### config.mk
export PLATFORM = sky130hd
export DESIGN_NAME = lam_alert_top
export DESIGN_NICKNAME = d
export VERILOG_FILES = /design/src/rtl/lam_pkg.sv /design/src/rtl/lam_sticky_flags.sv /design/src/rtl/lam_alert_top.sv
export SDC_FILE = /design/constraint.sdc
export NUM_CORES = 1
export LEC_CHECK = 0
export BUFFER_PORTS_ARGS = -buffer_cell sky130_fd_sc_hd__buf_2
export CORE_MARGIN = 1
export CORE_UTILIZATION = 25
export DETAILED_ROUTE_END_ITERATION = 10
export PLACE_DENSITY = 0.55
export SKIP_CTS_REPAIR_TIMING = 1
export SLEW_MARGIN = 20
export SYNTH_ARGS = -nofsm -noshare
export SYNTH_HDL_FRONTEND = slang
export SYNTH_SLANG_ARGS = --single-unit
export TNS_END_PERCENT = 50
### constraint.sdc
create_clock -name clk_i -period 1.55 [get_ports clk_i]
set_clock_uncertainty 0.1 [all_clocks]
set_input_delay 0 -clock clk_i [delete_from_list [all_inputs] [get_ports clk_i]]
set_output_delay 0 -clock clk_i [all_outputs]
set_load 0.03 [all_outputs]
### src/rtl/lam_pkg.sv
// Package: register map, field layout and reset values of the alert logic
package lam_pkg;
  localparam int unsigned REG_AW = 8;
  localparam int unsigned REG_DW = 8;
  localparam int unsigned PRI_W = 7;
  localparam int unsigned SEC_W = 8;
  // Register offsets
  localparam logic [7:0] ADDR_STATUS_PRI = 8'h41;
  localparam logic [7:0] ADDR_STATUS_SEC = 8'h42;
  localparam logic [7:0] ADDR_MASK_PRI = 8'h74;
  localparam logic [7:0] ADDR_MASK_SEC = 8'h75;
  localparam logic [7:0] ADDR_CFG3 = 8'h78;
  // Field positions
  localparam int unsigned SUMMARY_BIT = 7;
  localparam int unsigned SEC_ENABLE_BIT = 7;
  localparam int unsigned ALERT_SEL_BIT = 0;
  // Reset values and read data of unmapped addresses
  localparam logic [7:0] MASK_PRI_RST = 8'h00;
  localparam logic [7:0] MASK_SEC_RST = 8'h00;
  localparam logic [7:0] CFG3_RST = 8'h00;
  localparam logic [7:0] RDATA_RST = 8'h00;
  localparam logic [7:0] UNMAPPED_RDATA = 8'h00;
endpackage

### src/rtl/lam_sticky_flags.sv
// Sticky out-of-limit flags for one status register
`timescale 1ns/1ps
`default_nettype none
module lam_sticky_flags #(
  parameter int unsigned W = 8
) (
  // Clock and reset
  input wire logic clk_i,
  input wire logic resetn_i,
  // Condition and read strobe
  input wire logic [W-1:0] cond_i,
  input wire logic rd_clr_i,
  // Flags
  output logic [W-1:0] flags_o
);
  logic [W-1:0] flag_ff;

  // -------------------------------------------------------------
  // Per-bit flag: a live condition always wins over the read clear
  // -------------------------------------------------------------
  for (genvar k = 0; k < W; k++) begin : g_bit
    logic nxt_flag;
    assign nxt_flag = cond_i[k] | (flag_ff[k] & ~rd_clr_i); // [RL1] [RL2] [RL13]
    always_ff @(posedge clk_i or negedge resetn_i) begin
      if (!resetn_i) begin
        flag_ff[k] <= 1'b0;
      end else begin
        flag_ff[k] <= nxt_flag;
      end
    end
  end

  assign flags_o = flag_ff;
endmodule // lam_sticky_flags
`default_nettype wire

### src/rtl/lam_alert_top.sv
// Out-of-limit status flags, alert masks and alert/fan-drive pin sharing
// Function
// (RL1) Out-of-limit channel sets its status flag
// (RL2) Flag holds until condition gone and read
// (RL3) Alert low while unmasked source out-of-limit
// (RL4) Mask gates alert only, flag still sets
// (RL5) Primary mask bit 7 enables secondary mask
// (RL6) Primary mask bits 6..0 map channels
// (RL7) Secondary mask bits map diodes, fans, overtemp, 12V
// (RL8) Host reads status then masks source
// (RL9) Host polls, unmasks once flag clears
// (RL10) Status1 bit 7 summarises status2 flags
// (RL11) Status2 holds diodes, fans, overtemp, 12V
// (RL12) Config3 bit 0 selects alert over fan drive
// (RL13) Read clears only flags whose condition ended
// (RL14) Alert releases when no unmasked flag set
`timescale 1ns/1ps
`default_nettype none
module lam_alert_top (
  // Clock and reset
  input wire logic clk_i,
  input wire logic resetn_i,
  // Limit comparison results, same clock domain
  input wire logic [lam_pkg::PRI_W-1:0] pri_cond_i,
  input wire logic [lam_pkg::SEC_W-1:0] sec_cond_i,
  // Register port from the serial interface engine
  input wire logic [lam_pkg::REG_AW-1:0] reg_addr_i,
  input wire logic reg_wr_i,
  input wire logic reg_rd_i,
  input wire logic [lam_pkg::REG_DW-1:0] reg_wdata_i,
  output logic [lam_pkg::REG_DW-1:0] reg_rdata_o,
  // Shared pin: fan drive or alert
  input wire logic second_fan_drive_i,
  output logic pin_o,
  output logic pin_oe_o,
  output logic alert_n_o
);
  logic [lam_pkg::PRI_W-1:0] pri_flags;
  logic [lam_pkg::SEC_W-1:0] sec_flags;
  logic [7:0] mask_pri_ff;
  logic [7:0] mask_sec_ff;
  logic [7:0] cfg3_ff;
  logic [7:0] rdata_ff;
  logic alert_n_ff;
  logic pin_ff;
  logic pin_oe_ff;

  // -------------------------------------------------------------
  // Address decode
  // -------------------------------------------------------------
  wire hit_st_pri = reg_addr_i == lam_pkg::ADDR_STATUS_PRI;
  wire hit_st_sec = reg_addr_i == lam_pkg::ADDR_STATUS_SEC;
  wire hit_mk_pri = reg_addr_i == lam_pkg::ADDR_MASK_PRI;
  wire hit_mk_sec = reg_addr_i == lam_pkg::ADDR_MASK_SEC;
  wire hit_cfg3 = reg_addr_i == lam_pkg::ADDR_CFG3;
  wire rd_st_pri = reg_rd_i & hit_st_pri;
  wire rd_st_sec = reg_rd_i & hit_st_sec;

  // -------------------------------------------------------------
  // Sticky status registers
  // -------------------------------------------------------------
  lam_sticky_flags #(.W(lam_pkg::PRI_W)) u_pri (
    .clk_i(clk_i),
    .resetn_i(resetn_i),
    .cond_i(pri_cond_i),
    .rd_clr_i(rd_st_pri),
    .flags_o(pri_flags)
  );

  lam_sticky_flags #(.W(lam_pkg::SEC_W)) u_sec (
    .clk_i(clk_i),
    .resetn_i(resetn_i),
    .cond_i(sec_cond_i),
    .rd_clr_i(rd_st_sec),
    .flags_o(sec_flags)
  );

  // Summary bit is live, so it drops with the last secondary flag
  wire summary = |sec_flags; // [RL10] [RL11]
  wire [7:0] status_pri = {summary, pri_flags}; // [RL10]

  // -------------------------------------------------------------
  // Masking and alert
  // -------------------------------------------------------------
  wire sec_mask_en = mask_pri_ff[lam_pkg::SEC_ENABLE_BIT]; // [RL5]
  wire [lam_pkg::PRI_W-1:0] eff_mask_pri =
    mask_pri_ff[lam_pkg::PRI_W-1:0]; // [RL6]
  wire [lam_pkg::SEC_W-1:0] eff_mask_sec =
    sec_mask_en ? mask_sec_ff : '0; // [RL5] [RL7]
  // Flags drive the alert; masks never touch the flags
  wire pending = |(pri_flags & ~eff_mask_pri) |
                 |(sec_flags & ~eff_mask_sec); // [RL3] [RL4] [RL14]
  wire alert_mode = cfg3_ff[lam_pkg::ALERT_SEL_BIT]; // [RL12]
  // Mask write lands one edge later and may hide a fresh flag
  wire mask_pri_wr = reg_wr_i & hit_mk_pri;

  // -------------------------------------------------------------
  // Register writes and read data
  // -------------------------------------------------------------
  wire [7:0] nxt_rdata =
    hit_st_pri ? status_pri :
    hit_st_sec ? sec_flags :
    hit_mk_pri ? mask_pri_ff :
    hit_mk_sec ? mask_sec_ff :
    hit_cfg3 ? cfg3_ff : lam_pkg::UNMAPPED_RDATA;

  always_ff @(posedge clk_i or negedge resetn_i) begin
    if (!resetn_i) begin
      mask_pri_ff <= lam_pkg::MASK_PRI_RST;
      mask_sec_ff <= lam_pkg::MASK_SEC_RST;
      cfg3_ff <= lam_pkg::CFG3_RST;
    end else if (reg_wr_i) begin
      if (hit_mk_pri) mask_pri_ff <= reg_wdata_i;
      if (hit_mk_sec) mask_sec_ff <= reg_wdata_i;
      if (hit_cfg3) cfg3_ff <= reg_wdata_i;
    end
  end

  always_ff @(posedge clk_i or negedge resetn_i) begin
    if (!resetn_i) begin
      rdata_ff <= lam_pkg::RDATA_RST;
    end else if (reg_rd_i) begin
      rdata_ff <= nxt_rdata;
    end
  end

  // -------------------------------------------------------------
  // Pin drive; alert is open-drain, fan drive is actively driven
  // -------------------------------------------------------------
  always_ff @(posedge clk_i or negedge resetn_i) begin
    if (!resetn_i) begin
      alert_n_ff <= 1'b1;
      pin_ff <= 1'b0;
      pin_oe_ff <= 1'b0;
    end else begin
      alert_n_ff <= ~pending; // [RL3] [RL14]
      pin_ff <= alert_mode ? 1'b0 : second_fan_drive_i; // [RL12]
      pin_oe_ff <= alert_mode ? pending : 1'b1; // [RL12]
    end
  end

  assign reg_rdata_o = rdata_ff;
  assign alert_n_o = alert_n_ff;
  assign pin_o = pin_ff;
  assign pin_oe_o = pin_oe_ff;
endmodule // lam_alert_top
`default_nettype wire

# Word level (Yosys, flattened, before mapping)
# Index checks and enable logic that the tools add are counted.
totals:
  reg_bits: 50
  in_bits: 36
  word_cells: 81
  output_inout_bits: 11
op_classes:
  eq_ne: 5
  n_reduce_logical: 6
  bitwise: 40
  mux: 8
ops:
  columns: ["operator", "count"]
  rows:
  - ["8-bit 2-to-1 mux", 6]
  - ["8-bit by 7-bit == test with 1-bit output (second input constant)", 5]
  - ["1-bit AND", 17]
  - ["1-bit OR", 16]
  - ["8-bit OR reduction", 2]
  - ["8-bit AND", 1]
  - ["8-bit inverter", 1]
  - ["7-bit AND", 1]
  - ["7-bit inverter", 1]
  - ["7-bit OR reduction", 1]
  - ["2-bit AND reduction", 3]
  - ["1-bit inverter", 3]
  - ["1-bit 2-to-1 mux", 2]

# Depth between registers and ports, before layout
logic_depth:
  word_depth: 6
  mapped_depth: 6
  mapped_depth_nobuf: 4

# Modules after synthesis
# From an unflattened synthesis, not the netlist that was laid out.
unflattened:
  cells_unflattened: 210
  area_unflattened_um2: 2543.7
modules_own_cells:
  columns: ["module", "n_inst", "seq_area_each_um2", "area_per_inst_um2", "cells_each"]
  rows:
  - ["lam_alert_top", 1, 877.1, 2048.2, 178]
  - ["lam_sticky_flags at u_sec", 1, 200.2, 264.0, 17]
  - ["lam_sticky_flags at u_pri", 1, 175.2, 231.5, 15]

# Worst setup path after synthesis
# OpenSTA, ideal clock, no wires.
synth_timing:
  path_kind: "register to register"
  startpoint: "register mask_pri_ff[7]"
  endpoint: "register pin_oe_ff, in the netlist pin_oe_o"
  setup_slack_ns: 0.108
  t_arrival_ns: 1.221
  required_time_ns: 1.329
  path_buffers: 1
  synth_period_minus_slack_ns: 1.442
  stages_incl_launch_ff: 6
  setup_time_ns: 0.121
  cell_sequence: "dfrtp_1 clkbuf_1 a21boi_0 a2111oi_0 and4_1 nand2_1"
synth_between:
  elab_chain_cells: 6
synth_lines:
  columns: ["item", "line_no", "rtl"]
  rows:
  - ["start, declared", "lam_alert_top.sv:40", "logic [7:0] mask_pri_ff;"]
  - ["start signal, assigned", "lam_alert_top.sv:109", "mask_pri_ff <= lam_pkg::MASK_PRI_RST;"]
  - ["start signal, assigned", "lam_alert_top.sv:113", "if (hit_mk_pri) mask_pri_ff <= reg_wdata_i;"]
  - ["8-bit 2-to-1 mux", "lam_alert_top.sv:89", "sec_mask_en ? mask_sec_ff : '0;"]
  - ["8-bit inverter", "lam_alert_top.sv:92", "|(sec_flags & ~eff_mask_sec);"]
  - ["8-bit AND", "lam_alert_top.sv:92", null]
  - ["8-bit OR reduction", "lam_alert_top.sv:92", null]
  - ["1-bit OR", "lam_alert_top.sv:92", null]
  - ["1-bit 2-to-1 mux", "lam_alert_top.sv:138", "pin_oe_ff <= alert_mode ? pending : 1'b1;"]
  - ["end signal, assigned", "lam_alert_top.sv:138", null]
  - ["end, declared", "lam_alert_top.sv:46", "logic pin_oe_ff;"]
# Every way passes these cells.
# A chain may end at the register's enable or synchronous reset.

# Worst setup path in the final report
# Ends and elaborated chain as after synthesis.

==> flow_summary.json <==
{
  "cts_buffers": 5,
  "grt_use_total": 0.1373,
  "regArea_sq_um": 1254,
  "synth_top_area_cell": "dfrtp_1",
  "yosys_most_used_dff": "dfrtp_1",
  "synth.area.top_cells": "dfrtp_1 50%, mux2_4 9.8%, a21o_1 4.6%",
  "status": "finished, final reports clean",
  "nets": 325,
  "fin_util": 0.3656,
  "timing.rr.start": "mask_pri_ff[7]",
  "wire_per_inst_microns": 15.83,
  "netlist_instances": 193,
  "diodes": 0,
  "hold_ws_ns": 0.05258,
  "drv_cap": 0,
  "overflow": 0,
  "gp_congestion": 0.8263,
  "grt_max_degree": 34,
  "antenna_found_initial": 0,
  "critPathMaxFanout": 4,
  "dp.cells": 382,
  "vias": 1973,
  "ys_types": 36,
  "fin_ws_ns": 0.04341,
  "initial_core_util": 0.2609,
  "port_buffers": 46,
  "pre_cts_slack_ns": -0.09621,
  "finalWorstPathRequiredPeriod_ns": 1.507,
  "powerDensity_nw_per_um2": 743.9,
  "setup_viol": 0,
  "post-route-period-util": 0.9720,
  "yosysMostFrequentCell": "dfrtp_1",
  "tightestPinTransition_ns": 0.4454,
  "syn2layout_area_growth_pct": 40.12,
  "drt_iter0_drc": 121,
  "synth_edf_count": 0,
  "async_reset_ff_frac": 1.000,
  "grt_pass1_vias": 1919,
  "cts_root_buf": "clkbuf_8",
  "internal-power_mw": 1.912,
  "final-hold-violation-count": 0,
  "grt_pass1_wl_mm": 10.50,
  "fp.dieW_microns": 100.9,
  "netlist.area_leader.share": 0.5015,
  "worstSetupPathType": "register to register",
  "die_h_microns": 100.9,
  "multi_input_area_sq_um": 1164,
  "synth.cell_area_sq_um": 2445,
  "ios": 47,
  "vias_per_cell": 4.709,
  "fin_cells": 419,
  "swShare": 0.2499,
  "rrSetupSlack_ns": 0.04,
  "crit_path_start_kind": "register",
  "maxSlewViolCount": 0,
  "clkTransAtPathRegs_ns": 0.09,
  "drive_gt1_frac": 0.4414,
  "hold_path_class": "input pin to register",
  "ys_seq_area_frac": 0.5123,
  "critPathRequiredTime_ns": 1.64,
  "ir_drop_mv": 0.3400,
  "hp-start": "reg_addr_i[5]",
  "dr.pass1.iters": 4,
  "rows": 35,
  "cts.sinks": 50,
  "p_seq_frac": 0.544,
  "crit_start": "mask_pri_ff[7]",
  "synth_seq_cells": 50,
  "p_leak_nw": 1.452,
  "syn-num-nets": 229,
  "synth.avg_cell_area_sq_um": 12.67,
  "yosysWarnings": 0,
  "r2r-end": "pin_oe_o",
  "ant_nets": 0,
  "cts_max_level": 2,
  "wirelength_mm": 6.634,
  "clock_path_buffers": 2,
  "drcViolationCount": 0,
  "die-area_sq_um": 10180,
  "n_fill_cell": 958,
  "combinationalPowerShare": 0.151,
  "tritoncts": "built",
  "insertion_delay_ns": 0.30,
  "slew-limit-headroom": 0.7031,
  "hold-path-endpoint": "reg_rdata_o[7]",
  "cp-end-kind": "register",
  "rsz0062_at_grt": "yes",
  "core_area_sq_um": 9371,
  "arrival_ns": 1.60,
  "clock_power_share": 0.305,
  "net-switching-power_uw": 636.8,
  "reg2regPathDepth": 6,
  "timing.fmax_mhz": 663.8,
  "synthTopCellsByCount": "49 x dfrtp_1, 16 x mux2_4, 15 x a21o_1",
  "hpwl_mm": 5.017,
  "min_path_cells": 5
}
==> state kept, by name, summed over array words and instances (netlist names), 7 cells and up <==
| name | flops |
|---|---|
| cfg3_ff | 8 |
| mask_pri_ff | 8 |
| mask_sec_ff | 8 |
| reg_rdata_o | 8 |
| u_pri.flags_o | 7 |
| u_sec.flags_o | 8 |
==> layout make-up <==
cell class                 instances  area share
inverter                           5    0.005478
timing repair buffer             101      0.2155
tap                              129     0.04711
multi-input combinational        126      0.3397
clock buffer                       8     0.02630
sequential                        50      0.3660
==> stage by stage <==
step,setup TNS (ns),instance area (sq um),total power [mW]
after global placement,-0.2247,2984,1.730
after CTS,-0.1553,3074,2.514
after global routing,-0.04171,3426,2.665
after floorplan,0,2445,1.566
after detailed placement,-0.2103,2984,1.734
final,0,3426,2.548
==> routing by layer <==
metal	track usage	wire (microns)	share of wire	vias to the layer above
met1	0.1906	3147	0.47	969
met4	0.02787	61	0.0092	0
li1	-	-	-	934
met5	0	0	0	-
met2	0.2234	3117	0.47	62
met3	0.02566	307	0.046	8
==> worst max-delay path: stages, from the launching register on <==
cell and delay (ns):
dfrtp_2 0.41, buf_6 0.11, buf_4 0.10, a21boi_2 0.05
nor4_2 0.29, and4_4 0.29, nand2_2 0.05
==> cell families after synthesis <==
kind of cell,after synthesis,synth area share
multiplexers,24,0.1351
AO/OA/AOI/OAI,66,0.2098
AND/OR/NAND/NOR,36,0.1054
buffers and inverters,17,0.03736
flip-flops,50,0.5123
==> placed cells by master, fill, tap and decap left out, types with 3 or more instances in the layout <==
cell	synthesis	final
a21boi_1	0	3
mux2_2	8	8
nor2b_1	8	7
a22oi_1	7	7
buf_2	4	46
mux2_4	16	16
clkbuf_8	0	6
buf_4	0	26
o211ai_1	8	8
a21boi_0	7	3
a21o_1	15	15
dlygate4sd3_1	0	25
inv_1	5	5
dfrtp_1	49	48
nand2b_1	8	8
o221a_2	7	7
o221ai_1	7	7
a21oi_1	9	9
==> how the worst max path moves through the flow <==
stage,end,cells after the start
4_1_cts,pin_oe_o,4
6_report,pin_oe_o,6
3_3_place_gp,pin_oe_o,4
2_1_floorplan,pin_oe_o,5
5_1_grt,pin_oe_o,6
3_5_place_dp,pin_oe_o,4
==> power by group through the flow <==
stage	combinational (mW)	clock [mW]	sequential [mW]
after global routing	0.423	0.849	1.39
after CTS	0.324	0.805	1.39
final	0.384	0.779	1.39
after global placement	0.320	0	1.41
after floorplan	0.135	0	1.43
after detailed placement	0.324	0	1.41
Power figures use the tool's default switching activity.
